--- src/include/alv_defines.svh ---
// offsets, field positions and reset values of the shared-pin block
`ifndef ALV_DEFINES_SVH
`define ALV_DEFINES_SVH

// ****************************************************************
// register bus
// ****************************************************************
`define ALV_ADDR_W 8
`define ALV_DATA_W 32
`define ALV_OFS_CTRL 8'h00
`define ALV_OFS_STATUS 8'h04
`define ALV_OFS_MASK 8'h08
`define ALV_OFS_LCVCNT 8'h0C
`define ALV_OFS_EXZCNT 8'h10

// ****************************************************************
// control fields
// ****************************************************************
`define ALV_CTRL_W 4
`define ALV_CTRL_BUSEN 0
`define ALV_CTRL_MODE_LO 1
`define ALV_CTRL_MODE_HI 2
`define ALV_CTRL_FALL 3
`define ALV_CTRL_RST 4'h0

// ****************************************************************
// status and mask fields
// ****************************************************************
`define ALV_EVT_W 3
`define ALV_EVT_AISP 0
`define ALV_EVT_LCV 1
`define ALV_EVT_EXZ 2
`define ALV_EVT_RST 3'h0

// ****************************************************************
// counters
// ****************************************************************
`define ALV_CNT_W 16
`define ALV_CNT_MAX 16'hFFFF
`define ALV_CNT_RST 16'h0000

`endif

--- src/include/alv_pkg.sv ---
// types shared by the shared-pin block
package alv_pkg;

	typedef enum logic [1:0] {
		ALV_MODE_STS1,
		ALV_MODE_SINGLE,
		ALV_MODE_DUAL
	} alv_mode_e;

	// software control word, packed to match the control register
	typedef struct packed {
		logic sampleFalling;
		logic [1:0] lineMode;
		logic busEnable;
	} alv_ctrl_s;

	// one sampled line bit towards the framer
	typedef struct packed {
		logic valid;
		logic pos;
		logic neg;
	} alv_rx_s;

endpackage

--- src/alv_edge_sampler.sv ---
// synchroniser and edge sampler for a slow pin clock and its data
`timescale 1ns/1ps

module alv_edge_sampler #(
	parameter int W = 2
) (
	input wire logic clk,
	input wire logic arst_n,
	input wire logic pinClock,
	input wire logic [W-1:0] pinData,
	input wire logic fallingEdge,
	output logic strobe,
	output logic [W-1:0] sampleData
);

	logic clkSync1;
	logic clkSync2;
	logic clkLast;
	logic [W-1:0] dataSync1;
	logic [W-1:0] dataSync2;
	logic next_strobe;
	logic [W-1:0] next_sampleData;

	// ****************************************************************
	// edge detect
	// ****************************************************************
	// data passes the same two stages as the clock, so it is still the
	// value that stood at the pin edge when the edge is seen here
	always_comb begin
		next_strobe = 1'b0;
		next_sampleData = sampleData;
		if (clkSync2 != clkLast && clkSync2 == !fallingEdge) begin
			next_strobe = 1'b1;
			next_sampleData = dataSync2;
		end
	end

	always_ff @(posedge clk or negedge arst_n) begin
		if (!arst_n) begin
			clkSync1 <= 1'b0;
			clkSync2 <= 1'b0;
			clkLast <= 1'b0;
			dataSync1 <= '0;
			dataSync2 <= '0;
			strobe <= 1'b0;
			sampleData <= '0;
		end else begin
			clkSync1 <= pinClock;
			clkSync2 <= clkSync1;
			clkLast <= clkSync2;
			dataSync1 <= pinData;
			dataSync2 <= dataSync1;
			strobe <= next_strobe;
			sampleData <= next_sampleData;
		end
	end

	a_edge_select: assert property (
		@(posedge clk) disable iff (!arst_n)
		strobe |-> $past(clkSync2) != $past(clkLast)
			&& $past(clkSync2) == !$past(fallingEdge)
			&& sampleData == $past(dataSync2))
		else $error("strobe not on the selected pin clock edge");

endmodule

--- src/alv_pin_mux.sv ---
// per-channel alarm / negative rail / violation shared input
// Function
// - bus enable, then line mode, choose role
// - sampled indicator declares path AIS defect
// - single rail: pin is violation input
// - violation samples bump LCV or EXCESS_ZEROS_COUNT counts
// - dual rail: pin is negative data rail
// - positive pin carries all or positive data
`timescale 1ns/1ps

`include "alv_defines.svh"

module alv_pin_mux (
	input wire logic clk,
	input wire logic arst_n,
	input wire logic [`ALV_ADDR_W-1:0] regAddr,
	input wire logic [`ALV_DATA_W-1:0] regWdata,
	input wire logic regWrite,
	input wire logic regRead,
	output logic [`ALV_DATA_W-1:0] regRdata,
	input wire logic channelClockPin,
	input wire logic positivePin,
	input wire logic sharedPin,
	output alv_pkg::alv_rx_s rxLine,
	output logic pathAisDeclared,
	output logic irq
);

	alv_pkg::alv_ctrl_s ctrl;
	alv_pkg::alv_ctrl_s next_ctrl;
	logic [`ALV_EVT_W-1:0] status;
	logic [`ALV_EVT_W-1:0] next_status;
	logic [`ALV_EVT_W-1:0] mask;
	logic [`ALV_EVT_W-1:0] next_mask;
	logic [`ALV_EVT_W-1:0] events;
	logic [`ALV_CNT_W-1:0] lcvCount;
	logic [`ALV_CNT_W-1:0] next_lcvCount;
	logic [`ALV_CNT_W-1:0] exzCount;
	logic [`ALV_CNT_W-1:0] next_exzCount;
	logic [`ALV_DATA_W-1:0] next_regRdata;
	alv_pkg::alv_rx_s next_rxLine;
	logic next_pathAisDeclared;
	logic strobe;
	logic [1:0] sample;
	logic edgeFalling;
	alv_pkg::alv_mode_e mode;
	logic wrCtrl;
	logic wrStatus;
	logic wrMask;
	logic wrLcv;
	logic wrExz;

	// ****************************************************************
	// pin sampling
	// ****************************************************************
	// the add bus latches on the falling clock edge; the line clock
	// edge is software's choice
	// edge from control
	assign edgeFalling = ctrl.busEnable ? 1'b1 : ctrl.sampleFalling;

	alv_edge_sampler #(
		.W(2)
	) u_sampler (
		.clk(clk),
		.arst_n(arst_n),
		.pinClock(channelClockPin),
		.pinData({sharedPin, positivePin}),
		.fallingEdge(edgeFalling),
		.strobe(strobe),
		.sampleData(sample)
	);

	// an unused fourth code of the mode field behaves as STS-1
	always_comb begin
		unique case (ctrl.lineMode)
			2'h1: mode = alv_pkg::ALV_MODE_SINGLE;
			2'h2: mode = alv_pkg::ALV_MODE_DUAL;
			default: mode = alv_pkg::ALV_MODE_STS1;
		endcase
	end

	// ****************************************************************
	// role selection and line data
	// ****************************************************************
	always_comb begin
		events = '0;
		next_rxLine = '0;
		next_pathAisDeclared = 1'b0;
		if (strobe) begin
			if (ctrl.busEnable) begin
				if (sample[1]) begin
					events[`ALV_EVT_AISP] = 1'b1;
					next_pathAisDeclared = 1'b1;
				end
			end else begin
				next_rxLine.valid = 1'b1;
				next_rxLine.pos = sample[0];
				unique case (mode)
					alv_pkg::ALV_MODE_DUAL: begin
						next_rxLine.neg = sample[1];
					end
					alv_pkg::ALV_MODE_SINGLE: begin
						if (sample[1] && sample[0]) begin
							events[`ALV_EVT_LCV] = 1'b1;
						end else if (sample[1]) begin
							events[`ALV_EVT_EXZ] = 1'b1;
						end
					end
					alv_pkg::ALV_MODE_STS1: begin
						next_rxLine.neg = 1'b0;
					end
				endcase
			end
		end
	end

	// ****************************************************************
	// registers
	// ****************************************************************
	assign wrCtrl = regWrite && regAddr == `ALV_OFS_CTRL;
	assign wrStatus = regWrite && regAddr == `ALV_OFS_STATUS;
	assign wrMask = regWrite && regAddr == `ALV_OFS_MASK;
	assign wrLcv = regWrite && regAddr == `ALV_OFS_LCVCNT;
	assign wrExz = regWrite && regAddr == `ALV_OFS_EXZCNT;

	always_comb begin
		next_ctrl = ctrl;
		next_mask = mask;
		next_status = status;
		next_lcvCount = lcvCount;
		next_exzCount = exzCount;
		if (wrCtrl) begin
			next_ctrl = regWdata[`ALV_CTRL_W-1:0];
		end
		if (wrMask) begin
			next_mask = regWdata[`ALV_EVT_W-1:0];
		end
		// a new event wins over a write-one clear in the same cycle
		if (wrStatus) begin
			next_status = status & ~regWdata[`ALV_EVT_W-1:0];
		end
		next_status = next_status | events;
		// any write clears a counter; a count in that cycle survives unless the counter stood at its maximum
		if (wrLcv) begin
			next_lcvCount = '0;
		end
		if (wrExz) begin
			next_exzCount = '0;
		end
		if (events[`ALV_EVT_LCV] && lcvCount != `ALV_CNT_MAX) begin
			next_lcvCount = wrLcv ? `ALV_CNT_W'(1) : lcvCount + 1'b1;
		end
		if (events[`ALV_EVT_EXZ] && exzCount != `ALV_CNT_MAX) begin
			next_exzCount = wrExz ? `ALV_CNT_W'(1) : exzCount + 1'b1;
		end
	end

	// read data stand for one cycle only, zero otherwise
	always_comb begin
		next_regRdata = '0;
		if (regRead) begin
			unique case (regAddr)
				`ALV_OFS_CTRL: next_regRdata = `ALV_DATA_W'(ctrl);
				`ALV_OFS_STATUS: next_regRdata = `ALV_DATA_W'(status);
				`ALV_OFS_MASK: next_regRdata = `ALV_DATA_W'(mask);
				`ALV_OFS_LCVCNT: next_regRdata = `ALV_DATA_W'(lcvCount);
				`ALV_OFS_EXZCNT: next_regRdata = `ALV_DATA_W'(exzCount);
				default: next_regRdata = '0;
			endcase
		end
	end

	always_ff @(posedge clk or negedge arst_n) begin
		if (!arst_n) begin
			ctrl <= `ALV_CTRL_RST;
			mask <= `ALV_EVT_RST;
			status <= `ALV_EVT_RST;
			lcvCount <= `ALV_CNT_RST;
			exzCount <= `ALV_CNT_RST;
			regRdata <= '0;
			rxLine <= '0;
			pathAisDeclared <= 1'b0;
		end else begin
			ctrl <= next_ctrl;
			mask <= next_mask;
			status <= next_status;
			lcvCount <= next_lcvCount;
			exzCount <= next_exzCount;
			regRdata <= next_regRdata;
			rxLine <= next_rxLine;
			pathAisDeclared <= next_pathAisDeclared;
		end
	end

	assign irq = |(status & mask);

	// ****************************************************************
	// checks
	// ****************************************************************
	a_ais_declare: assert property (
		@(posedge clk) disable iff (!arst_n)
		strobe && ctrl.busEnable && sample[1]
			|=> pathAisDeclared && status[`ALV_EVT_AISP])
		else $error("sampled indicator did not declare path AIS");

	a_bus_blocks_line: assert property (
		@(posedge clk) disable iff (!arst_n)
		strobe && ctrl.busEnable && !wrLcv && !wrExz |=> !rxLine.valid
			&& $stable(lcvCount) && $stable(exzCount))
		else $error("line role active while add bus enabled");

	a_lcv_count: assert property (
		@(posedge clk) disable iff (!arst_n)
		strobe && !ctrl.busEnable && mode == alv_pkg::ALV_MODE_SINGLE
			&& sample == 2'b11 && !wrLcv && lcvCount != `ALV_CNT_MAX
			|=> lcvCount == $past(lcvCount) + 1'b1)
		else $error("violation sample not counted as LCV");

	a_exz_count: assert property (
		@(posedge clk) disable iff (!arst_n)
		strobe && !ctrl.busEnable && mode == alv_pkg::ALV_MODE_SINGLE
			&& sample == 2'b10 && !wrExz && !wrLcv
			&& exzCount != `ALV_CNT_MAX
			|=> exzCount == $past(exzCount) + 1'b1
			&& $stable(lcvCount) && status[`ALV_EVT_EXZ])
		else $error("violation sample not counted as EXCESS_ZEROS_COUNT");

	a_neg_rail: assert property (
		@(posedge clk) disable iff (!arst_n)
		strobe && !ctrl.busEnable && mode == alv_pkg::ALV_MODE_DUAL
			|=> rxLine.valid && rxLine.neg == $past(sample[1]))
		else $error("negative rail not passed in dual rail mode");

	a_neg_quiet: assert property (
		@(posedge clk) disable iff (!arst_n)
		mode != alv_pkg::ALV_MODE_DUAL |=> !rxLine.neg)
		else $error("negative rail driven outside dual rail mode");

	a_pos_rail: assert property (
		@(posedge clk) disable iff (!arst_n)
		strobe && !ctrl.busEnable
			|=> rxLine.valid && rxLine.pos == $past(sample[0]))
		else $error("positive pin data not passed");

	a_read_count: assert property (
		@(posedge clk) disable iff (!arst_n)
		regRead && regAddr == `ALV_OFS_LCVCNT
			|=> regRdata == `ALV_DATA_W'($past(lcvCount)) ##1
			($past(regRead) || regRdata == '0))
		else $error("counter read data wrong or held too long");

endmodule

--- config.mk ---
export PLATFORM = sky130hd
export DESIGN_NAME = alv_pin_mux
export DESIGN_NICKNAME = d
export VERILOG_FILES = /design/src/include/alv_pkg.sv /design/src/alv_edge_sampler.sv /design/src/alv_pin_mux.sv
export VERILOG_INCLUDE_DIRS = /design/src /design/src/include
export SDC_FILE = /design/constraint.sdc
export NUM_CORES = 1
export LEC_CHECK = 0
export ABC_AREA = 1
export BUFFER_PORTS_ARGS = -buffer_cell sky130_fd_sc_hd__buf_4
export CAP_MARGIN = 20
export CORE_MARGIN = 2
export CORE_UTILIZATION = 40
export CTS_CLUSTER_SIZE = 28
export DETAILED_ROUTE_END_ITERATION = 12
export GPL_TIMING_DRIVEN = 0
export PLACE_DENSITY = 0.59
export SLEW_MARGIN = 20
export SYNTH_ARGS = -nofsm -noshare
export SYNTH_HDL_FRONTEND = slang
export SYNTH_SLANG_ARGS = --single-unit
--- constraint.sdc ---
create_clock -name clk -period 2 [get_ports clk]
set_input_delay 0.3 -clock clk [delete_from_list [all_inputs] [get_ports clk]]
set_output_delay 0.3 -clock clk [all_outputs]
set_load 0.02 [all_outputs]
* After elaboration in Yosys (flattened, before gate mapping)
Index checks and enable logic that the tools add are counted.
Storage, ports and cells: register bits after elaboration 88, input bits 47, output and inout bits 37, word-level logic and storage cells 74
Cells by class: add/sub/neg operators 2, equal/unequal tests 12, bitwise operators 4, muxes and demuxes 23, reductions and logical operators 14
Operators with widths (count):
- $mux W16 | 7
- $pmux W16 S5 | 1
- $add A16 B1 Y16 const B | 2
- $ne A16 B16 Y1 const B | 2
- $eq A8 B4 Y1 const B | 2
- $mux W3 | 4
- $logic_and A1 B1 Y1 | 9
- $eq A8 B3 Y1 const B | 1
- $eq A8 B5 Y1 const B | 1
- $logic_not A8 Y1 | 1
- $mux W1 | 8
- $and A3 B3 Y3 | 2
- $eq A2 B1 Y1 const B | 2
- $eq A2 B2 Y1 const B | 2
- $mux W2 | 2
- $pmux W2 S2 | 1
- $reduce_bool A2 Y1 | 2
- $not A3 Y3 | 1
- $or A3 B3 Y3 | 1
- $reduce_or A3 Y1 | 1
- $eq A1 B1 Y1 | 1
- $logic_not A1 Y1 | 1
- $ne A1 B1 Y1 | 1

* Longest topological paths before layout
Gate-level depths: netlist of run 1.
depth in word-level cells 8, mapped depth 11, mapped depth without buffers 10

* Cells and area by module
Synthesis of run 1 repeated with hierarchy kept, for this count alone.
Unflattened totals: cell total of the unflattened synthesis 537, area, all modules 3988.8 um^2
By module, submodules not included:
- alv_pin_mux | times used 1, seq. area each 1551.5 um^2, cells each 512, area an instance 3672.3 um^2
- alv_edge_sampler | times used 1, seq. area each 250.2 um^2, cells each 25, area an instance 316.6 um^2

* Worst setup path after synthesis of run 1
No wires, ideal clock.
path kind reg2reg, start register lcvCount[0], end register lcvCount[10], period minus slack after synthesis 1.481 ns, stages on the path, launching flop included 10, setup time 0.117 ns, data required time 1.883 ns, setup slack 0.519 ns, arrival 1.364 ns, buffers on the path 1, cell sequence dfrtp_1 > ha_1 > nand2_1 > nor2_1 > nand2_2 > nor2_1 > nor2_2 > buf_4 > nand4_1 > nand2_1
Between the ends: longest elaborated chain between the ends 3, elaborated cells between the ends (all ways) 6, those cells by class add/sub: 1; eq/ne: 1; mux: 2; reduce/logical: 2
Ends and longest elaborated chain:
- start: declaration | line alv_pin_mux.sv:36 | logic [`ALV_CNT_W-1:0] lcvCount;
- start signal: assignment | line alv_pin_mux.sv:178 | lcvCount <= `ALV_CNT_RST;
- start signal: assignment | line alv_pin_mux.sv:187 | lcvCount <= next_lcvCount;
- $add A16 B1 Y16 or $ne A16 B16 Y1 (tied branches)
- $mux W16 or $logic_and A1 B1 Y1 (tied branches)
- $mux W16 or $reduce_bool A2 Y1 (tied branches)
Several ways; a longest one is shown, not always the timed one. A chain may end at the register's enable or synchronous reset.

* Worst setup path in the final report of run 1
Same ends and word-level chain as after synthesis.

==> run metrics, run 1 <==
Worst Setup Path Type flop to flop; CP max FO 10; fraction of layout cells with a size suffix above 1 19.4%; post-DR vias/cell around 4.9; Synth Cell Area 3950 um2; Sum Neg Setup Slack 0 ns; first-pass GRT wire length ~16000 um; fin. max-slew vios 0; Initial Util 40.8%; Layout area overhead 18.0%; gpl congestion 0.912; Final Setup Violations 0; area of the die 10700 um2; die width 103 um; antenna fix cells 0; Flop pwr share between 50% and 60%; Layout Cells excl Fill 725; DR iter-0 viols 160; CTS tree yes; clk buf depth 2; Post-synth EDFFs 0; Setup Buffers After CTS 0; wire per inst 13.0 um; HPWL after detailed placement ~7000 um; leading area contributor after synthesis dfrtp_1; r2r setup slk 0.26 ns; slowest stage delay, CP 0.46 ns; CTS H-Tree Depth 3; worst endpoint required time 2.30 ns; Clock Sinks 72; row count 36; core footprint between 9000 and 10000 um2; Tightest Hold Check Type input port to flop; crit path capture type flop; die height 103 um; Via Count 3517; Post-synth top flop dfrtp_1; gr ovfl total 0; largest net degree at the start of global routing 73; # port buffers 39; #FFs+latches synth ~70; Max Cap Viol 0; fin crit share slightly below 90%; DRC errors left 0; critical-path cell list ha_2, nand2_1, nor2_1, nand2_2, nor2_1, nor2_2, buf_4, nand4_1, nand2_1; number of global-route vias before repair 3471; Placed Cells incl. Taps 709; register area share after synthesis 45.6%; synth unique cells 31; syn avg cell area 7.57 um2; IO Count 84; Buf/Inv on CP 1; FFs w/ async S/R, synth 100%; Peak Freq 0.574 GHz; Worst-path clk slew 0.09 ns; Final min period about 1.7 ns; final count of hold timing violations 0; P_sw 835 uW; Crit path max-delay family simple AND/OR/NAND/NOR gates; CTS Buf Count 9; LEAKAGE approximately 0.0022 uW; share of power burned in the clock network 40.6%; Yosys warnings 0; CTS root buf clkbuf_8; post-synthesis cell count roughly 520; Max Clock Skew 0.0109 ns; Clock Latency Late Sink 0.36 ns; synth top area cells dfrtp_1, nand2_1, nor2_1, nand4_1, nand3_1; Worst EP arrival 2.04 ns; slew at the pin with the worst max-slew slack just over 0.9 ns; Comb pwr share 7.3%; slew margin rel. 39.5%; Power Internal 2060 uW; CP startpoint kind flop; Post-Route WL 9430 um; RSZ-0062 raised after global routing no; nets 636; initial antenna violation count 0; slowest CP cell dfrtp_2; power density over cell area 620 nW/um2; Synth top area share 45.6%; antenna viol nets, final 0; Pre-antenna DRT Iters 4; sw frac 28.9%; Total GRT Usage 19.8%; run status finished clean; peak supply drop 0.354 mV
==> cell usage after synthesis, types with 3 or more instances <==
master and count:
nor3_1 3, inv_1 45, dfrtp_1 72, nand2_2 5, a21oi_1 16, nand2_1 161, buf_4 19, o21ai_0 19
nand3_1 36, nor2_2 9, buf_2 3, nor2_1 60, o21bai_1 6, xor2_1 5, inv_2 3, nand4_1 31
nand3b_1 3, or2_2 8
==> registers in the layout, summed over array words and instances, names as in the netlist <==
name and cells:
pathAisDeclared 1, u_sampler.dataSync2 2, rxLine 3, u_sampler.sampleData 2, u_sampler.clkSync1 1, u_sampler.dataSync1 2
regRdata 16, u_sampler.clkSync2 1, u_sampler.clkLast 1, status 3, ctrl 4, mask 3
exzCount 16, lcvCount 16, u_sampler.strobe 1
==> power groups by stage <==
stage,Clock [uW],Combinational [uW],Sequential (uW)
after floorplan,0,121,1530
after global placement,0,211,1530
after detailed placement,0,213,1540
after CTS,1210,214,1510
after global routing,1280,240,1510
final,1170,211,1510
==> what timing repair did <==
| action | in CTS | in global routing |
|---|---|---|
| resized for setup | 0 | 3 |
| endpoints found under the setup margin | 0 | 10 |
| hold buffers | 0 | 0 |
==> cells by family after synthesis <==
logic type	count (synthesis)	synth area share [%]
simple gates	322	36.8
buf+inv	75	9.43
flops	72	45.6
compound gates	44	6.14
xor+xnor	6	1.33
fa+ha+maj	2	0.633
other cells	1	0.0948
==> metal layers <==
layer,share of wire (%),vias up,track usage [%],routed length [um]
met1,47,1642,27.2,4400
met5,0,-,0,0
met2,47,81,31.3,4440
li1,-,1782,-,-
met4,1.7,0,8.30,163
met3,4.5,12,3.02,421
==> cell type report <==
| type | instances | area (um2) |
|---|---|---|
| Timing Repair Buffer | 39 | 293 |
| Multi-Input combinational cell | 390 | 1840 |
| Sequential cell | 72 | 1800 |
| Tap cell | 133 | 166 |
| Inverter | 51 | 193 |
| Clock inverter | 7 | 68.8 |
| Buffer | 24 | 180 |
| Fill cell | 1009 | 5020 |
| Clock buffer | 9 | 124 |
==> per-stage QoR <==
step                hold slack [ns]  util, %  power (uW)  setup WS [ns]  instance area, um2
floorplan                   0.00441        -        1650          0.519                4010
global placement              0.333     46.1        1750          0.169                4470
detailed placement            0.338     46.1        1750          0.189                4470
CTS                          0.0161     48.1        2930          0.186                4660
global route                 0.0106     48.2        3030         0.0393                4670
finish                       0.0365     48.2        2890          0.258                4670
==> worst paths after layout <==
check | from | end | cells past startpoint
worst max-delay path | lcvCount[0] | lcvCount[10] | 9
worst min-delay path | sharedPin | u_sampler.dataSync1[1] | 1
worst max register to register | lcvCount[0] | lcvCount[10] | 9
worst min register to register | u_sampler.dataSync1[1] | u_sampler.dataSync2[1] | 0
max in group asynchronous | arst_n | lcvCount[0] | 1
min in group asynchronous | arst_n | mask[1] | 1
==> layout by cell type (no fill, tap or decap), drive strengths merged <==
master,Yosys,final
nand2,166,166
dfrtp,72,72
nor2,72,72
buf,24,63
inv,48,55
nand3,38,38
nand4,31,31
o21ai,22,22
a21oi,16,16
conb,1,16
clkbuf,0,9
or2,8,8
o21bai,6,6
xor2,5,5
nor3,3,3
nand3b,3,3
clkinv,3,3
ha,2,2
nor4,1,1
xnor2,1,1
No activity file was read; power rests on OpenSTA's default activity.
==> run 2, diff against run 1 <==
--- a/config.mk
+++ b/config.mk
@@ -9,12 +9,11 @@
 export ABC_AREA = 1
 export BUFFER_PORTS_ARGS = -buffer_cell sky130_fd_sc_hd__buf_4
 export CAP_MARGIN = 20
-export CORE_MARGIN = 2
-export CORE_UTILIZATION = 40
+export CORE_UTILIZATION = 55
 export CTS_CLUSTER_SIZE = 28
 export DETAILED_ROUTE_END_ITERATION = 12
 export GPL_TIMING_DRIVEN = 0
-export PLACE_DENSITY = 0.59
+export PLACE_DENSITY = 0.77
 export SLEW_MARGIN = 20
 export SYNTH_ARGS = -nofsm -noshare
 export SYNTH_HDL_FRONTEND = slang
==> run 2 against run 1 <==
- total power is 5.2% higher
- clock-buffer cell count stayed put
- critical path depth stayed put
- largest cell class unchanged
==> run metrics, run 2 (same netlist as run 1, synthesis figures left out) <==
LEAKAGE roughly 0.0022 uW; slew at the pin with the worst max-slew slack around 0.9 ns; RR Startpoint lcvCount[0]; CTS Buf Count 9; worst endpoint required time 2.30 ns; antenna viol nets, final 0; Max Clock Skew ~0.012 ns; Layout Cells excl Fill 688; Total GRT Usage 26.3%; clk buf depth 2; most frequent cells in the layout nand2_1, dfrtp_1, nor2_1; fraction of layout cells with a size suffix above 1 18.9%; CP startpoint kind flop; initial antenna violation count 0; gr ovfl total 0; CTS tree yes; FILL cells 593; core footprint 6870 um2; FF-to-FF path depth 9; r2r setup slk approximately 0.22 ns; slowest stage delay, CP about 0.45 ns; Via Count 3560; CTS root buf clkbuf_8; post-CTS sizing 0; DRC errors left 0; first-pass GRT wire length ~15000 um; Tightest Hold Check Type input port to async pin; Initial Util 57.6%; number of global-route vias before repair 3281; antenna fix cells 0; fin. max-slew vios 0; critical-path cell list ha_1, nand2_1, nor2_1, nand2_2, nor2_1, nor2_2, buf_4, nand4_1, nand2_1; Setup Buffers After CTS 0; fin crit share 89.1%; Sum Neg Setup Slack 0 ns; power density over cell area 654 nW/um2; run status finished clean; gpl congestion 0.911; # port buffers 39; IO Count 84; slew margin rel. a little over two fifths; most common cell after layout, fill and taps aside nand2_1; slowest CP cell dfrtp_1; Buf/Inv on CP 1; Layout area overhead 17.6%; crit path capture type flop; Worst EP arrival 2.08 ns; largest net degree at the start of global routing 73; Clock Sinks 72; HPWL after detailed placement 6710 um; nets approximately 640; Max Cap Viol 0; die width 86.8 um; Final Setup Violations 0; Clock Latency Late Sink around 0.36 ns; Final min period 1.78 ns; Crit path max-delay family simple AND/OR/NAND/NOR gates; RSZ-0062 raised after global routing no; final count of hold timing violations 0; CP max FO 10; row count 30; Crit Reg-Reg Endpoint lcvCount[12]; peak supply drop 0.488 mV; Pre-antenna DRT Iters 5; wire per inst 13.1 um; Worst Setup Path Type flop to flop; DR iter-0 viols 285; Post-Route WL roughly 9000 um; Regs by FF count exzCount (16), lcvCount (16), regRdata (16); cts-stage hold buffer count 0; die height 86.8 um; Peak Freq 0.561 GHz; Worst-path clk slew 0.09 ns; area of the die 7530 um2; post-DR vias/cell 5.17; CTS H-Tree Depth 3; Placed Cells incl. Taps 672
==> run 2: layout make-up <==
type,count,area (um2),area share (%)
sequential,72,1800,38.8
buffer,24,180,3.88
multi-input combinational,390,1840,39.5
timing repair buffer,39,293,6.30
tap,96,120,2.58
clock buffer,9,124,2.66
inverter,51,193,4.15
clock inverter,7,101,2.18
==> run 2: per-stage QoR <==
step | cell area (um2) | total power (uW) | util [%] | worst slack [ns] | hold slack, ns
after global placement | 4420 | 1740 | 64.4 | 0.247 | 0.339
after CTS | 4650 | 3060 | 67.7 | 0.236 | 0.0393
after global routing | 4650 | 3150 | 67.7 | 0.0722 | 0.0303
after detailed placement | 4420 | 1750 | 64.4 | 0.263 | 0.338
final | 4650 | 3040 | 67.7 | 0.218 | 0.0322
after floorplan | 4010 | 1650 | - | 0.519 | 0.00441
==> run 2: how the worst max path moves through the flow <==
stage	startpoint	endpoint	slack, ns	cells past startpoint
final	lcvCount[0]	lcvCount[12]	0.22	9
after floorplan	lcvCount[0]	lcvCount[10]	0.52	9
after detailed placement	lcvCount[0]	lcvCount[12]	0.26	9
after CTS	lcvCount[0]	lcvCount[12]	0.24	9
after global placement	regAddr[7]	regRdata[10]	0.25	7
after global routing	lcvCount[0]	lcvCount[7]	0.07	9
==> run 2: layer usage <==
layer  GRT usage (%)  wire length [um]
met5               0                 0
met4            12.0               194
met3            4.76               544
met2            43.3              4410
met1            33.8              3850
==> run 2: where the power goes <==
| part | leakage, uW | total (uW) | internal (uW) | switching [uW] |
|---|---|---|---|---|
| logic | 0.00116 | 208 | 75.7 | 132 |
| clock network | 0.000107 | 1320 | 715 | 610 |
| registers | 0.000963 | 1510 | 1490 | 23.5 |
| total | 0.00223 | 3040 | 2280 | 766 |
